### config.mk
export PLATFORM = sky130hd
export DESIGN_NAME = general_port_interrupt_control
export DESIGN_NICKNAME = d
export VERILOG_FILES = /design/src/core/gport_pkg.sv /design/src/core/pin_sync.sv /design/src/core/general_port_interrupt_control.sv
export SDC_FILE = /design/constraint.sdc
export NUM_CORES = 1
export LEC_CHECK = 0
export BUFFER_PORTS_ARGS = -buffer_cell sky130_fd_sc_hd__buf_2
export CAP_MARGIN = 25
export CORE_AREA = 2 2 68 70
export DETAILED_ROUTE_END_ITERATION = 12
export DIE_AREA = 0 0 70 72
export GPL_ROUTABILITY_DRIVEN = 0
export PLACE_DENSITY = 0.83
export SKIP_LAST_GASP = 1
export SYNTH_ARGS = -nofsm -noshare
export SYNTH_HDL_FRONTEND = slang
export SYNTH_HIERARCHICAL = 1
export SYNTH_SLANG_ARGS = --single-unit
### constraint.sdc
create_clock -name mclk_i -period 3.1 [get_ports mclk_i]
set_clock_uncertainty 0.1 [all_clocks]
set_input_delay 0.31 -clock mclk_i [delete_from_list [all_inputs] [get_ports mclk_i]]
set_output_delay 0.31 -clock mclk_i [all_outputs]
set_load 0.03 [all_outputs]
### src/core/gport_pkg.sv
// constants for the general port interrupt and control block
// assumes a 32-bit register port with one-cycle read latency
package gport_pkg;
	localparam int data_w = 32;
	localparam int addr_w = 8;
	// register offsets (byte addresses)
	localparam logic [7:0] port_ctrl_off = 8'h78;
	localparam logic [7:0] main_status_off = 8'h28;
	localparam logic [7:0] int_status_off = 8'h80;
	localparam logic [7:0] int_mask_off = 8'h84;
	// field positions in the port register
	localparam int rx_match_bit = 30;
	localparam int pin1_flag_bit = 29;
	localparam int pin0_flag_bit = 28;
	localparam int cwe_bit = 27;
	localparam int rme_bit = 26;
	localparam int pin1_en_bit = 25;
	localparam int pin0_en_bit = 24;
	localparam int sel_lo = 20;
	localparam int data_lo = 16;
	// summary bit in the main status register
	localparam int port_int_bit = 26;
	// reset values
	localparam logic [2:0] enables_rst = 3'h0;
	localparam logic [3:0] sel_rst = 4'h0;
	localparam logic [3:0] dir_rst = 4'h0;
	localparam logic [3:0] pdata_rst = 4'h0;
	localparam logic [2:0] int_mask_rst = 3'h0;
	localparam logic [2:0] flags_rst = 3'h0;
	localparam logic port_int_rst = 1'h0;
	localparam logic [2:0] int_stat_rst = 3'h0;
	localparam logic irq_rst = 1'h0;
endpackage : gport_pkg

### src/core/pin_sync.sv
// three-stage synchroniser with change detection for one input pin
// assumes the pin is asynchronous to mclk_i
`timescale 1ns/1ps
`default_nettype none
module pin_sync
(
	input wire logic mclk_i, // device clock
	input wire logic reset_i, // async reset, active high
	input wire logic pin_i, // raw pin
	output logic level_o, // settled level
	output logic change_o // one-cycle pulse on any edge
);
	logic s1_reg, s2_reg, s3_reg;
	logic s1_next, s2_next, s3_next;

	always_comb
	begin
		s1_next = pin_i;
		s2_next = s1_reg;
		s3_next = s2_reg;
	end

	always_ff @(posedge mclk_i or posedge reset_i)
	begin
		if (reset_i)
		begin
			s1_reg <= 1'b0;
			s2_reg <= 1'b0;
			s3_reg <= 1'b0;
		end
		else
		begin
			s1_reg <= s1_next;
			s2_reg <= s2_next;
			s3_reg <= s3_next;
		end
	end

	assign level_o = s3_reg;
	// either edge counts once stages two and three disagree
	assign change_o = s2_reg ^ s3_reg;
endmodule : pin_sync
`default_nettype wire

### src/core/general_port_interrupt_control.sv
// general port interrupt flags and control-write logic of the port register
// assumes a plain register port, read data one cycle after the read strobe
//
// Local design decisions: the address map and the strobed register port.
`timescale 1ns/1ps
`default_nettype none
module general_port_interrupt_control
(
	input wire logic mclk_i, // 10 MHz device clock
	input wire logic reset_i, // hardware reset, async, active high
	input wire logic soft_reset_i, // software reset pulse
	input wire logic [gport_pkg::addr_w-1:0] addr_i, // register address
	input wire logic [gport_pkg::data_w-1:0] wdata_i, // write data
	input wire logic wr_i, // write strobe
	input wire logic rd_i, // read strobe
	output logic [gport_pkg::data_w-1:0] rdata_o, // read data, cycle after rd_i
	input wire logic rx_match_i, // pulse: packet passed address filter
	input wire logic [1:0] gp_pin_i, // general-purpose input pins 1:0
	output logic [3:0] gp_data_o, // pin output data
	output logic [3:0] gp_dir_o, // pin directions, 1 = output
	output logic [3:0] gp_sel_o, // led/pin selects
	output logic port_int_o, // summary port interrupt level
	output logic irq_o // block interrupt line
);
	import gport_pkg::*;

	// ==========================================
	// pin synchronisers
	logic [1:0] pin_level, pin_change;
	for (genvar g = 0; g < 2; g++)
	begin : g_sync
		pin_sync u_sync
		(
			.mclk_i(mclk_i),
			.reset_i(reset_i),
			.pin_i(gp_pin_i[g]),
			.level_o(pin_level[g]),
			.change_o(pin_change[g])
		);
	end

	// ==========================================
	// helper functions
	function automatic logic hit(input logic [addr_w-1:0] a, input logic [7:0] off);
		hit = (a == off);
	endfunction : hit

	// clear on request, then let fresh events set again: set wins
	function automatic logic [2:0] clear_then_set(
		input logic [2:0] cur,
		input logic [2:0] clr,
		input logic [2:0] set
	);
		clear_then_set = (cur & ~clr) | set;
	endfunction : clear_then_set

	// ==========================================
	// register state
	logic [2:0] flags_reg, flags_next; // {rx_match_flag, pin1, pin0}
	logic [2:0] enables_reg, enables_next; // {rme, pin1_en, pin0_en}
	logic [3:0] sel_reg, sel_next;
	logic [3:0] dir_reg, dir_next;
	logic [3:0] pdata_reg, pdata_next;
	logic port_int_reg, port_int_next;
	logic [2:0] int_stat_reg, int_stat_next; // {summary, rx_match, pin}
	logic [2:0] int_mask_reg, int_mask_next;
	logic irq_reg, irq_next;
	logic [data_w-1:0] rdata_reg, rdata_next;
	logic [2:0] events, gated;
	logic port_rd, port_wr;
	logic status_wr, int_stat_wr, int_mask_wr;
	logic summary_rise;

	// ==========================================
	// register port decode
	always_comb
	begin
		port_rd = rd_i && hit(addr_i, port_ctrl_off);
		port_wr = wr_i && hit(addr_i, port_ctrl_off);
		status_wr = wr_i && hit(addr_i, main_status_off);
		int_stat_wr = wr_i && hit(addr_i, int_status_off);
		int_mask_wr = wr_i && hit(addr_i, int_mask_off);
	end

	// ==========================================
	// event flags
	always_comb
	begin
		events[2] = rx_match_i;
		// only pins configured as inputs may flag
		events[1] = pin_change[1] && !dir_reg[1];
		events[0] = pin_change[0] && !dir_reg[0];
		// read clears, a same-cycle event still sets
		flags_next = clear_then_set(flags_reg, {3{port_rd}}, events);
		// per-flag enables gate the summary
		gated = flags_reg & enables_reg;
	end

	always_ff @(posedge mclk_i or posedge reset_i)
	begin
		if (reset_i)
		begin
			flags_reg <= flags_rst;
		end
		else
		begin
			flags_reg <= flags_next;
		end
	end

	// ==========================================
	// control fields and pin data
	always_comb
	begin
		enables_next = enables_reg;
		sel_next = sel_reg;
		dir_next = dir_reg;
		pdata_next = pdata_reg;
		if (port_wr)
		begin
			pdata_next = wdata_i[data_lo +: 4];
			if (wdata_i[cwe_bit])
			begin
				enables_next = wdata_i[pin0_en_bit +: 3];
				sel_next = wdata_i[sel_lo +: 4];
				dir_next = wdata_i[data_lo +: 4];
			end
		end
		// software reset clears only the enables, winning over a same-cycle write to them
		if (soft_reset_i)
		begin
			enables_next = enables_rst;
		end
	end

	always_ff @(posedge mclk_i or posedge reset_i)
	begin
		if (reset_i)
		begin
			enables_reg <= enables_rst;
			sel_reg <= sel_rst;
			dir_reg <= dir_rst;
			pdata_reg <= pdata_rst;
		end
		else
		begin
			enables_reg <= enables_next;
			sel_reg <= sel_next;
			dir_reg <= dir_next;
			pdata_reg <= pdata_next;
		end
	end

	// ==========================================
	// summary port interrupt
	always_comb
	begin
		// write-one clears the summary only, flags stay
		port_int_next = port_int_reg;
		if (status_wr && wdata_i[port_int_bit])
		begin
			port_int_next = 1'h0;
		end
		// a gated flag still set re-sets it
		if (|gated)
		begin
			port_int_next = 1'h1;
		end
		summary_rise = port_int_next && !port_int_reg;
	end

	always_ff @(posedge mclk_i or posedge reset_i)
	begin
		if (reset_i)
		begin
			port_int_reg <= port_int_rst;
		end
		else
		begin
			port_int_reg <= port_int_next;
		end
	end

	// ==========================================
	// block interrupt status, write one to clear
	always_comb
	begin
		int_stat_next = clear_then_set(int_stat_reg, int_stat_wr ? wdata_i[2:0] : 3'h0,
			{summary_rise, events[2], |events[1:0]});
	end

	always_ff @(posedge mclk_i or posedge reset_i)
	begin
		if (reset_i)
		begin
			int_stat_reg <= int_stat_rst;
		end
		else
		begin
			int_stat_reg <= int_stat_next;
		end
	end

	// ==========================================
	// block interrupt mask
	always_comb
	begin
		int_mask_next = int_mask_reg;
		if (int_mask_wr)
		begin
			int_mask_next = wdata_i[2:0];
		end
	end

	always_ff @(posedge mclk_i or posedge reset_i)
	begin
		if (reset_i)
		begin
			int_mask_reg <= int_mask_rst;
		end
		else
		begin
			int_mask_reg <= int_mask_next;
		end
	end

	// ==========================================
	// level interrupt line
	always_comb
	begin
		irq_next = |(int_stat_next & int_mask_next);
	end

	always_ff @(posedge mclk_i or posedge reset_i)
	begin
		if (reset_i)
		begin
			irq_reg <= irq_rst;
		end
		else
		begin
			irq_reg <= irq_next;
		end
	end

	// ==========================================
	// read data, one cycle after the strobe
	always_comb
	begin
		rdata_next = '0;
		if (rd_i)
		begin
			case (addr_i)
				port_ctrl_off:
				begin
					rdata_next[rx_match_bit] = flags_reg[2];
					rdata_next[pin1_flag_bit] = flags_reg[1];
					rdata_next[pin0_flag_bit] = flags_reg[0];
					rdata_next[pin0_en_bit +: 3] = enables_reg;
					rdata_next[sel_lo +: 4] = sel_reg;
					rdata_next[data_lo +: 4] = {pdata_reg[3:2], pin_level};
				end
				main_status_off:
				begin
					rdata_next[port_int_bit] = port_int_reg;
				end
				int_status_off:
				begin
					rdata_next[2:0] = int_stat_reg;
				end
				int_mask_off:
				begin
					rdata_next[2:0] = int_mask_reg;
				end
				default:
				begin
					rdata_next = '0;
				end
			endcase
		end
	end

	always_ff @(posedge mclk_i or posedge reset_i)
	begin
		if (reset_i)
		begin
			rdata_reg <= '0;
		end
		else
		begin
			rdata_reg <= rdata_next;
		end
	end

	// ==========================================
	// outputs, each straight from a flip-flop
	assign rdata_o = rdata_reg;
	assign gp_data_o = pdata_reg;
	assign gp_dir_o = dir_reg;
	assign gp_sel_o = sel_reg;
	assign port_int_o = port_int_reg;
	assign irq_o = irq_reg;
endmodule : general_port_interrupt_control
`default_nettype wire

[After elaboration in Yosys (flattened, before gate mapping)]
Index checks and enable logic that the tools add are counted.
Storage, ports and cells
  word-level logic and storage cells: 61
  input port bits: 48
  output and inout bits: 46
  flip-flop bits (word level): 64
Cells by class
  reduce and logical (&&, ||, !) cells: 19
  mux-type cells: 12
  bitwise operators: 10
  equal/unequal tests: 4
Operators by type and width (number)
  $mux W31: 1
  $mux W3: 6
  $eq A8 B8 Y1 const B: 2
  $and A3 B3 Y3: 4
  $mux W10: 1
  $logic_and A1 B1 Y1: 9
  $eq A8 B6 Y1 const B: 1
  $eq A8 B7 Y1 const B: 1
  $not A3 Y3: 2
  $or A3 B3 Y3: 2
  $pmux W3 S2: 1
  $reduce_or A3 Y1: 2
  $reduce_and A2 Y1: 2
  $reduce_bool A2 Y1: 2
  $logic_not A1 Y1: 3
  $mux W1: 2
  $pmux W1 S2: 1
  $reduce_or A2 Y1: 1
  $xor A1 B1 Y1: 2

[Depth between registers and ports, before layout]
  word-level depth: 9
  gate-level depth with buffers: 5
  depth with buffers taken out: 5

[Hierarchy]
Netlist, hierarchy kept.
Modules (own cells, without submodules)
  general_port_interrupt_control: seq. area each 1076.0 um2, area an instance 1900.6 um2, instances 1, cells each 159
  pin_sync: seq. area each 75.1 um2, area an instance 87.6 um2, instances 2, cells each 5

[Worst setup path after synthesis]
Ideal clock, no wire load.
  kind: input -> register
  start: input addr_i[7] (netlist name)
  end: register dir_reg[0], in the netlist gp_dir_o[0]
  stages on the path: 5
  arrival time: 1.320 ns
  library setup time: 0.125 ns
  setup slack: 1.555 ns
  path buffers: 1
  cells stage by stage: and4bb_1 > and4_1 > buf_4 > nand2_4 > mux2_4
On the way
  cells in the longest elaborated chain, start to end: 3
Ends and longest elaborated chain
  start, declared: line general_port_interrupt_control.sv:12  | input wire logic [gport_pkg::addr_w-1:0] addr_i,
  $eq A8 B7 Y1: line general_port_interrupt_control.sv:45  | hit = (a == off);
  $logic_and A1 B1 Y1: line general_port_interrupt_control.sv:79  | port_wr = wr_i && hit(addr_i, port_ctrl_off);
  $reduce_and A2 Y1 (no line)
  end signal, assigned: line general_port_interrupt_control.sv:142  | dir_reg <= dir_rst;
  end signal, assigned: line general_port_interrupt_control.sv:149  | dir_reg <= dir_next;
  end, declared: line general_port_interrupt_control.sv:62  | logic [3:0] dir_reg, dir_next;
Every way passes these cells.
A chain may end at the register's enable or synchronous reset.

[Worst setup path after layout]
  start: register flags_reg[0]
  end: register irq_reg, in the netlist irq_o
On the way
  cells in the longest elaborated chain, start to end: 7
Ends and longest elaborated chain
  start, declared: line general_port_interrupt_control.sv:59  | logic [2:0] flags_reg, flags_next;
  start signal, assigned: line general_port_interrupt_control.sv:103  | flags_reg <= flags_rst;
  start signal, assigned: line general_port_interrupt_control.sv:107  | flags_reg <= flags_next;
  $and A3 B3 Y3: line general_port_interrupt_control.sv:96  | gated = flags_reg & enables_reg;
  $reduce_or A3 Y1: line general_port_interrupt_control.sv:165  | if (|gated)
  $mux W1: line general_port_interrupt_control.sv:165
  $logic_and A1 B1 Y1: line general_port_interrupt_control.sv:169  | summary_rise = port_int_next && !port_int_reg;
  $or A3 B3 Y3: line general_port_interrupt_control.sv:54  | clear_then_set = (cur & ~clr) | set;
  $and A3 B3 Y3: line general_port_interrupt_control.sv:231  | irq_next = |(int_stat_next & int_mask_next);
  $reduce_or A3 Y1: line general_port_interrupt_control.sv:231
  named net irq_next: line general_port_interrupt_control.sv:67  | logic irq_reg, irq_next;
  end signal, assigned: line general_port_interrupt_control.sv:238  | irq_reg <= irq_rst;
  end signal, assigned: line general_port_interrupt_control.sv:242  | irq_reg <= irq_next;
  end, declared: line general_port_interrupt_control.sv:67
The timed path passes the listed nets, and every way through them passes these cells.

==> flow_metrics.py <==
metrics = {
    "status": {
        "status": "finished, final reports clean",
    },
    "worst_setup_path": {
        "crit_fanout": 3,
        "crit_required_ns": 3.19,
        "r2r_cells": 4,
        "r2r_slack_ns": 1.45,
        "worstSetupStartpointType": "register",
        "cp_top_family": "compound AO/OA/AOI/OAI gates",
        "path_buf_inv": 0,
        "arrival_ns": 1.75,
        "cp_slowest_stage_delay_ns": 0.43,
        "r2r-start": "flags_reg[0]",
        "slowest_stage": "a222oi_1",
        "critPathKind": "reg -> reg",
        "endpoint_kind": "register",
        "worstReg2RegEnd": "irq_o",
        "crit_chain": "a222oi_1, nor2_1, o22a_1, a221o_1",
    },
    "grt": {
        "grt_use_total": 0.169,
        "overflow": 0,
        "grt_pass1_vias": 1410,
        "grt_max_degree": 28,
        "antenna_found_initial": 0,
        "grt_pass1_wl_um": 6610,
    },
    "clock_tree": {
        "cts_root_buffer": "clkbuf_8",
        "postCtsResizedCells": 0,
        "clock_latency_ns": 0.30,
        "cts_buffers": 5,
        "cts_tree": "built",
        "cts_buffer_depth": 2,
        "clkTransAtPathRegs_ns": 0.09,
        "htreeDepth": 2,
        "cts.sink_count": 49,
    },
    "cells_and_area": {
        "final_cell_mix": "buf_2, dfrtp_1, and3_1, conb_1, nand2_1",
        "antennaDiodeCount": 0,
        "design_area_um2": 2470,
        "fin_nets": 282,
        "layout-drive-gt1-share": 0.345,
        "final_common_cell": "buf_2",
        "synthToLayoutAreaGrowth_pct": 18.9,
        "largest_reg_flops": 17,
    },
    "logic_synthesis": {
        "yosysTopAreaCellShare": 0.591,
        "yosysTopAreaCell": "dfrtp_1",
        "synthTopCellsByArea": "dfrtp_1, buf_4, mux2_4",
        "synth_seq_area_share": 0.591,
        "syn_area_um2": 2080,
        "ys_seq_elements": 49,
        "syn-mean-instance-area_um2": 12.3,
        "yosysWarnings": 6,
        "syn_inst": 169,
        "synth_cell_types": 39,
    },
    "sta": {
        "max_slew.worst_pin.slew_ns": 0.637,
        "whs_ns": 0.00783,
        "fin_setup_tns_ns": 0,
        "hold_viol": 0,
        "slew_viol_final": 0,
        "relSlewSlack": 0.575,
        "rsz0062_at_grt": "no",
        "timing.fmax_ghz": 0.605,
        "timing.final.crit_share": 0.533,
        "setup_viol": 0,
        "finalCriticalPeriod_ns": 1.65,
    },
    "worst_hold_path": {
        "min_from": "gp_pin_i[0]",
        "min_path_type": "in -> reg",
        "hold_depth": 1,
        "hold_end": "g_sync[0].u_sync/s1_reg",
    },
    "floorplanning": {
        "fp.dieH_um": 72,
        "die-area_um2": 5040,
        "core_area_um2": 4260,
        "initial_utilization": 0.487,
        "die_w_um": 70,
        "rows": 24,
        "num_io_pins": 94,
    },
    "routing": {
        "drt-initial-drc-count": 71,
        "wire_per_inst_um": 14.5,
        "ant_nets": 0,
        "routed_wl_um": 4170,
        "via_count": 1446,
        "drc": 0,
        "first_pass_iters": 4,
        "vias_per_cell": 5.04,
    },
    "pwr": {
        "p_comb_frac": 0.107,
        "p_sw_frac": 0.260,
        "p_sw_mw": 0.299,
        "power.internal_mw": 0.851,
        "leakage_nw": 1.37,
        "power_frac_clock": 0.317,
        "vdd_ir_drop_max_uv": 192,
        "seqPwrFrac": 0.576,
        "power_density_nw_per_um2": 466,
    },
    "place": {
        "placed_area_um2": 2370,
        "post-dp-hpwl_um": 3220,
        "port_buffers": 61,
    },
    "job": {
        "maxCapViolations": 0,
    },
}
==> timing repair <==
item,CTS,global route
hold buffers,1,0
buffers inserted,0,0
hold endpoints to repair,6,0
==> routing by layer <==
metal	share of wire	global-route usage	vias up
met5	0	0	-
met2	0.50	0.279	56
li1	-	-	689
met1	0.42	0.216	691
met4	0.024	0.0705	0
met3	0.063	0.0417	10
==> logic make-up after synthesis <==
family,share of synthesized area
flip-flops,0.591
multiplexers,0.0687
AND/OR/NAND/NOR,0.174
AO/OA/AOI/OAI,0.0760
buffers and inverters,0.0802
XOR/XNOR,0.00844
other,0.00181
==> per-stage QoR <==
stage          setup WS (ns)  power [mW]  utilization  cells
2_1_floorplan           1.55       0.765            -    183
3_3_place_gp            1.23       0.794        0.557    278
4_1_cts                 1.45        1.16        0.579    287
6_report                1.45        1.15        0.579    287
3_5_place_dp            1.19       0.797        0.557    278
5_1_grt                 1.36        1.18        0.579    287
==> worst max path at each step <==
stage / startpoint / end / cells after the start / slack, ns
final: flags_reg[0] / irq_o / 4 / 1.45
after global routing: flags_reg[0] / irq_o / 4 / 1.36
after CTS: flags_reg[0] / irq_o / 4 / 1.45
after detailed placement: addr_i[7] / gp_dir_o[2] / 5 / 1.19
after global placement: addr_i[7] / gp_dir_o[3] / 5 / 1.23
after floorplan: addr_i[7] / gp_dir_o[0] / 5 / 1.55
==> synth_stat cells <==
cell type	instances
dfrtp_1	49
buf_4	16
and3_1	15
nand2_1	13
inv_1	9
mux2_4	8
nand3_1	5
nand4_1	4
a21o_1	3
a21oi_1	3
a22oi_1	3
and2_1	3
nor2_1	3
nor2b_1	3
and4_1	2
clkbuf_1	2
o21ai_0	2
o21ai_1	2
o2bb2ai_1	2
or2_1	2
xor2_1	2
a21bo_1	1
a221o_1	1
a222oi_1	1
a31oi_1	1
a41oi_1	1
and4bb_1	1
buf_2	1
conb_1	1
mux2_1	1
mux2_2	1
nand2_4	1
nor3b_1	1
nor3b_2	1
nor4_4	1
nor4b_2	1
nor4bb_1	1
o22a_1	1
o22ai_1	1
==> power by group through the flow <==
stage | combinational (mW) | clock [mW] | sequential [mW]
after floorplan | 0.0759 | 0 | 0.689
after global placement | 0.120 | 0 | 0.674
after detailed placement | 0.122 | 0 | 0.675
after CTS | 0.124 | 0.369 | 0.662
after global routing | 0.134 | 0.387 | 0.664
final | 0.123 | 0.365 | 0.662
==> area by class of cell <==
type | count | area, µm²
inverters | 9 | 33.8
clock buffers | 7 | 76.3
flip-flops and latches | 49 | 1230
clock inverters | 1 | 7.51
multi-input cells | 106 | 736
well taps | 52 | 65.1
repair buffers | 63 | 323
fillers | 369 | 1800
==> worst register-to-register path: cells and delay by family (launching register included) <==
family / cells / cell delay [ns]
AO/OA/AOI/OAI: 3 / 0.93
AND/OR/NAND/NOR: 1 / 0.11
flip-flops: 1 / 0.40
Note: power is estimated with default switching activity, not from simulation.
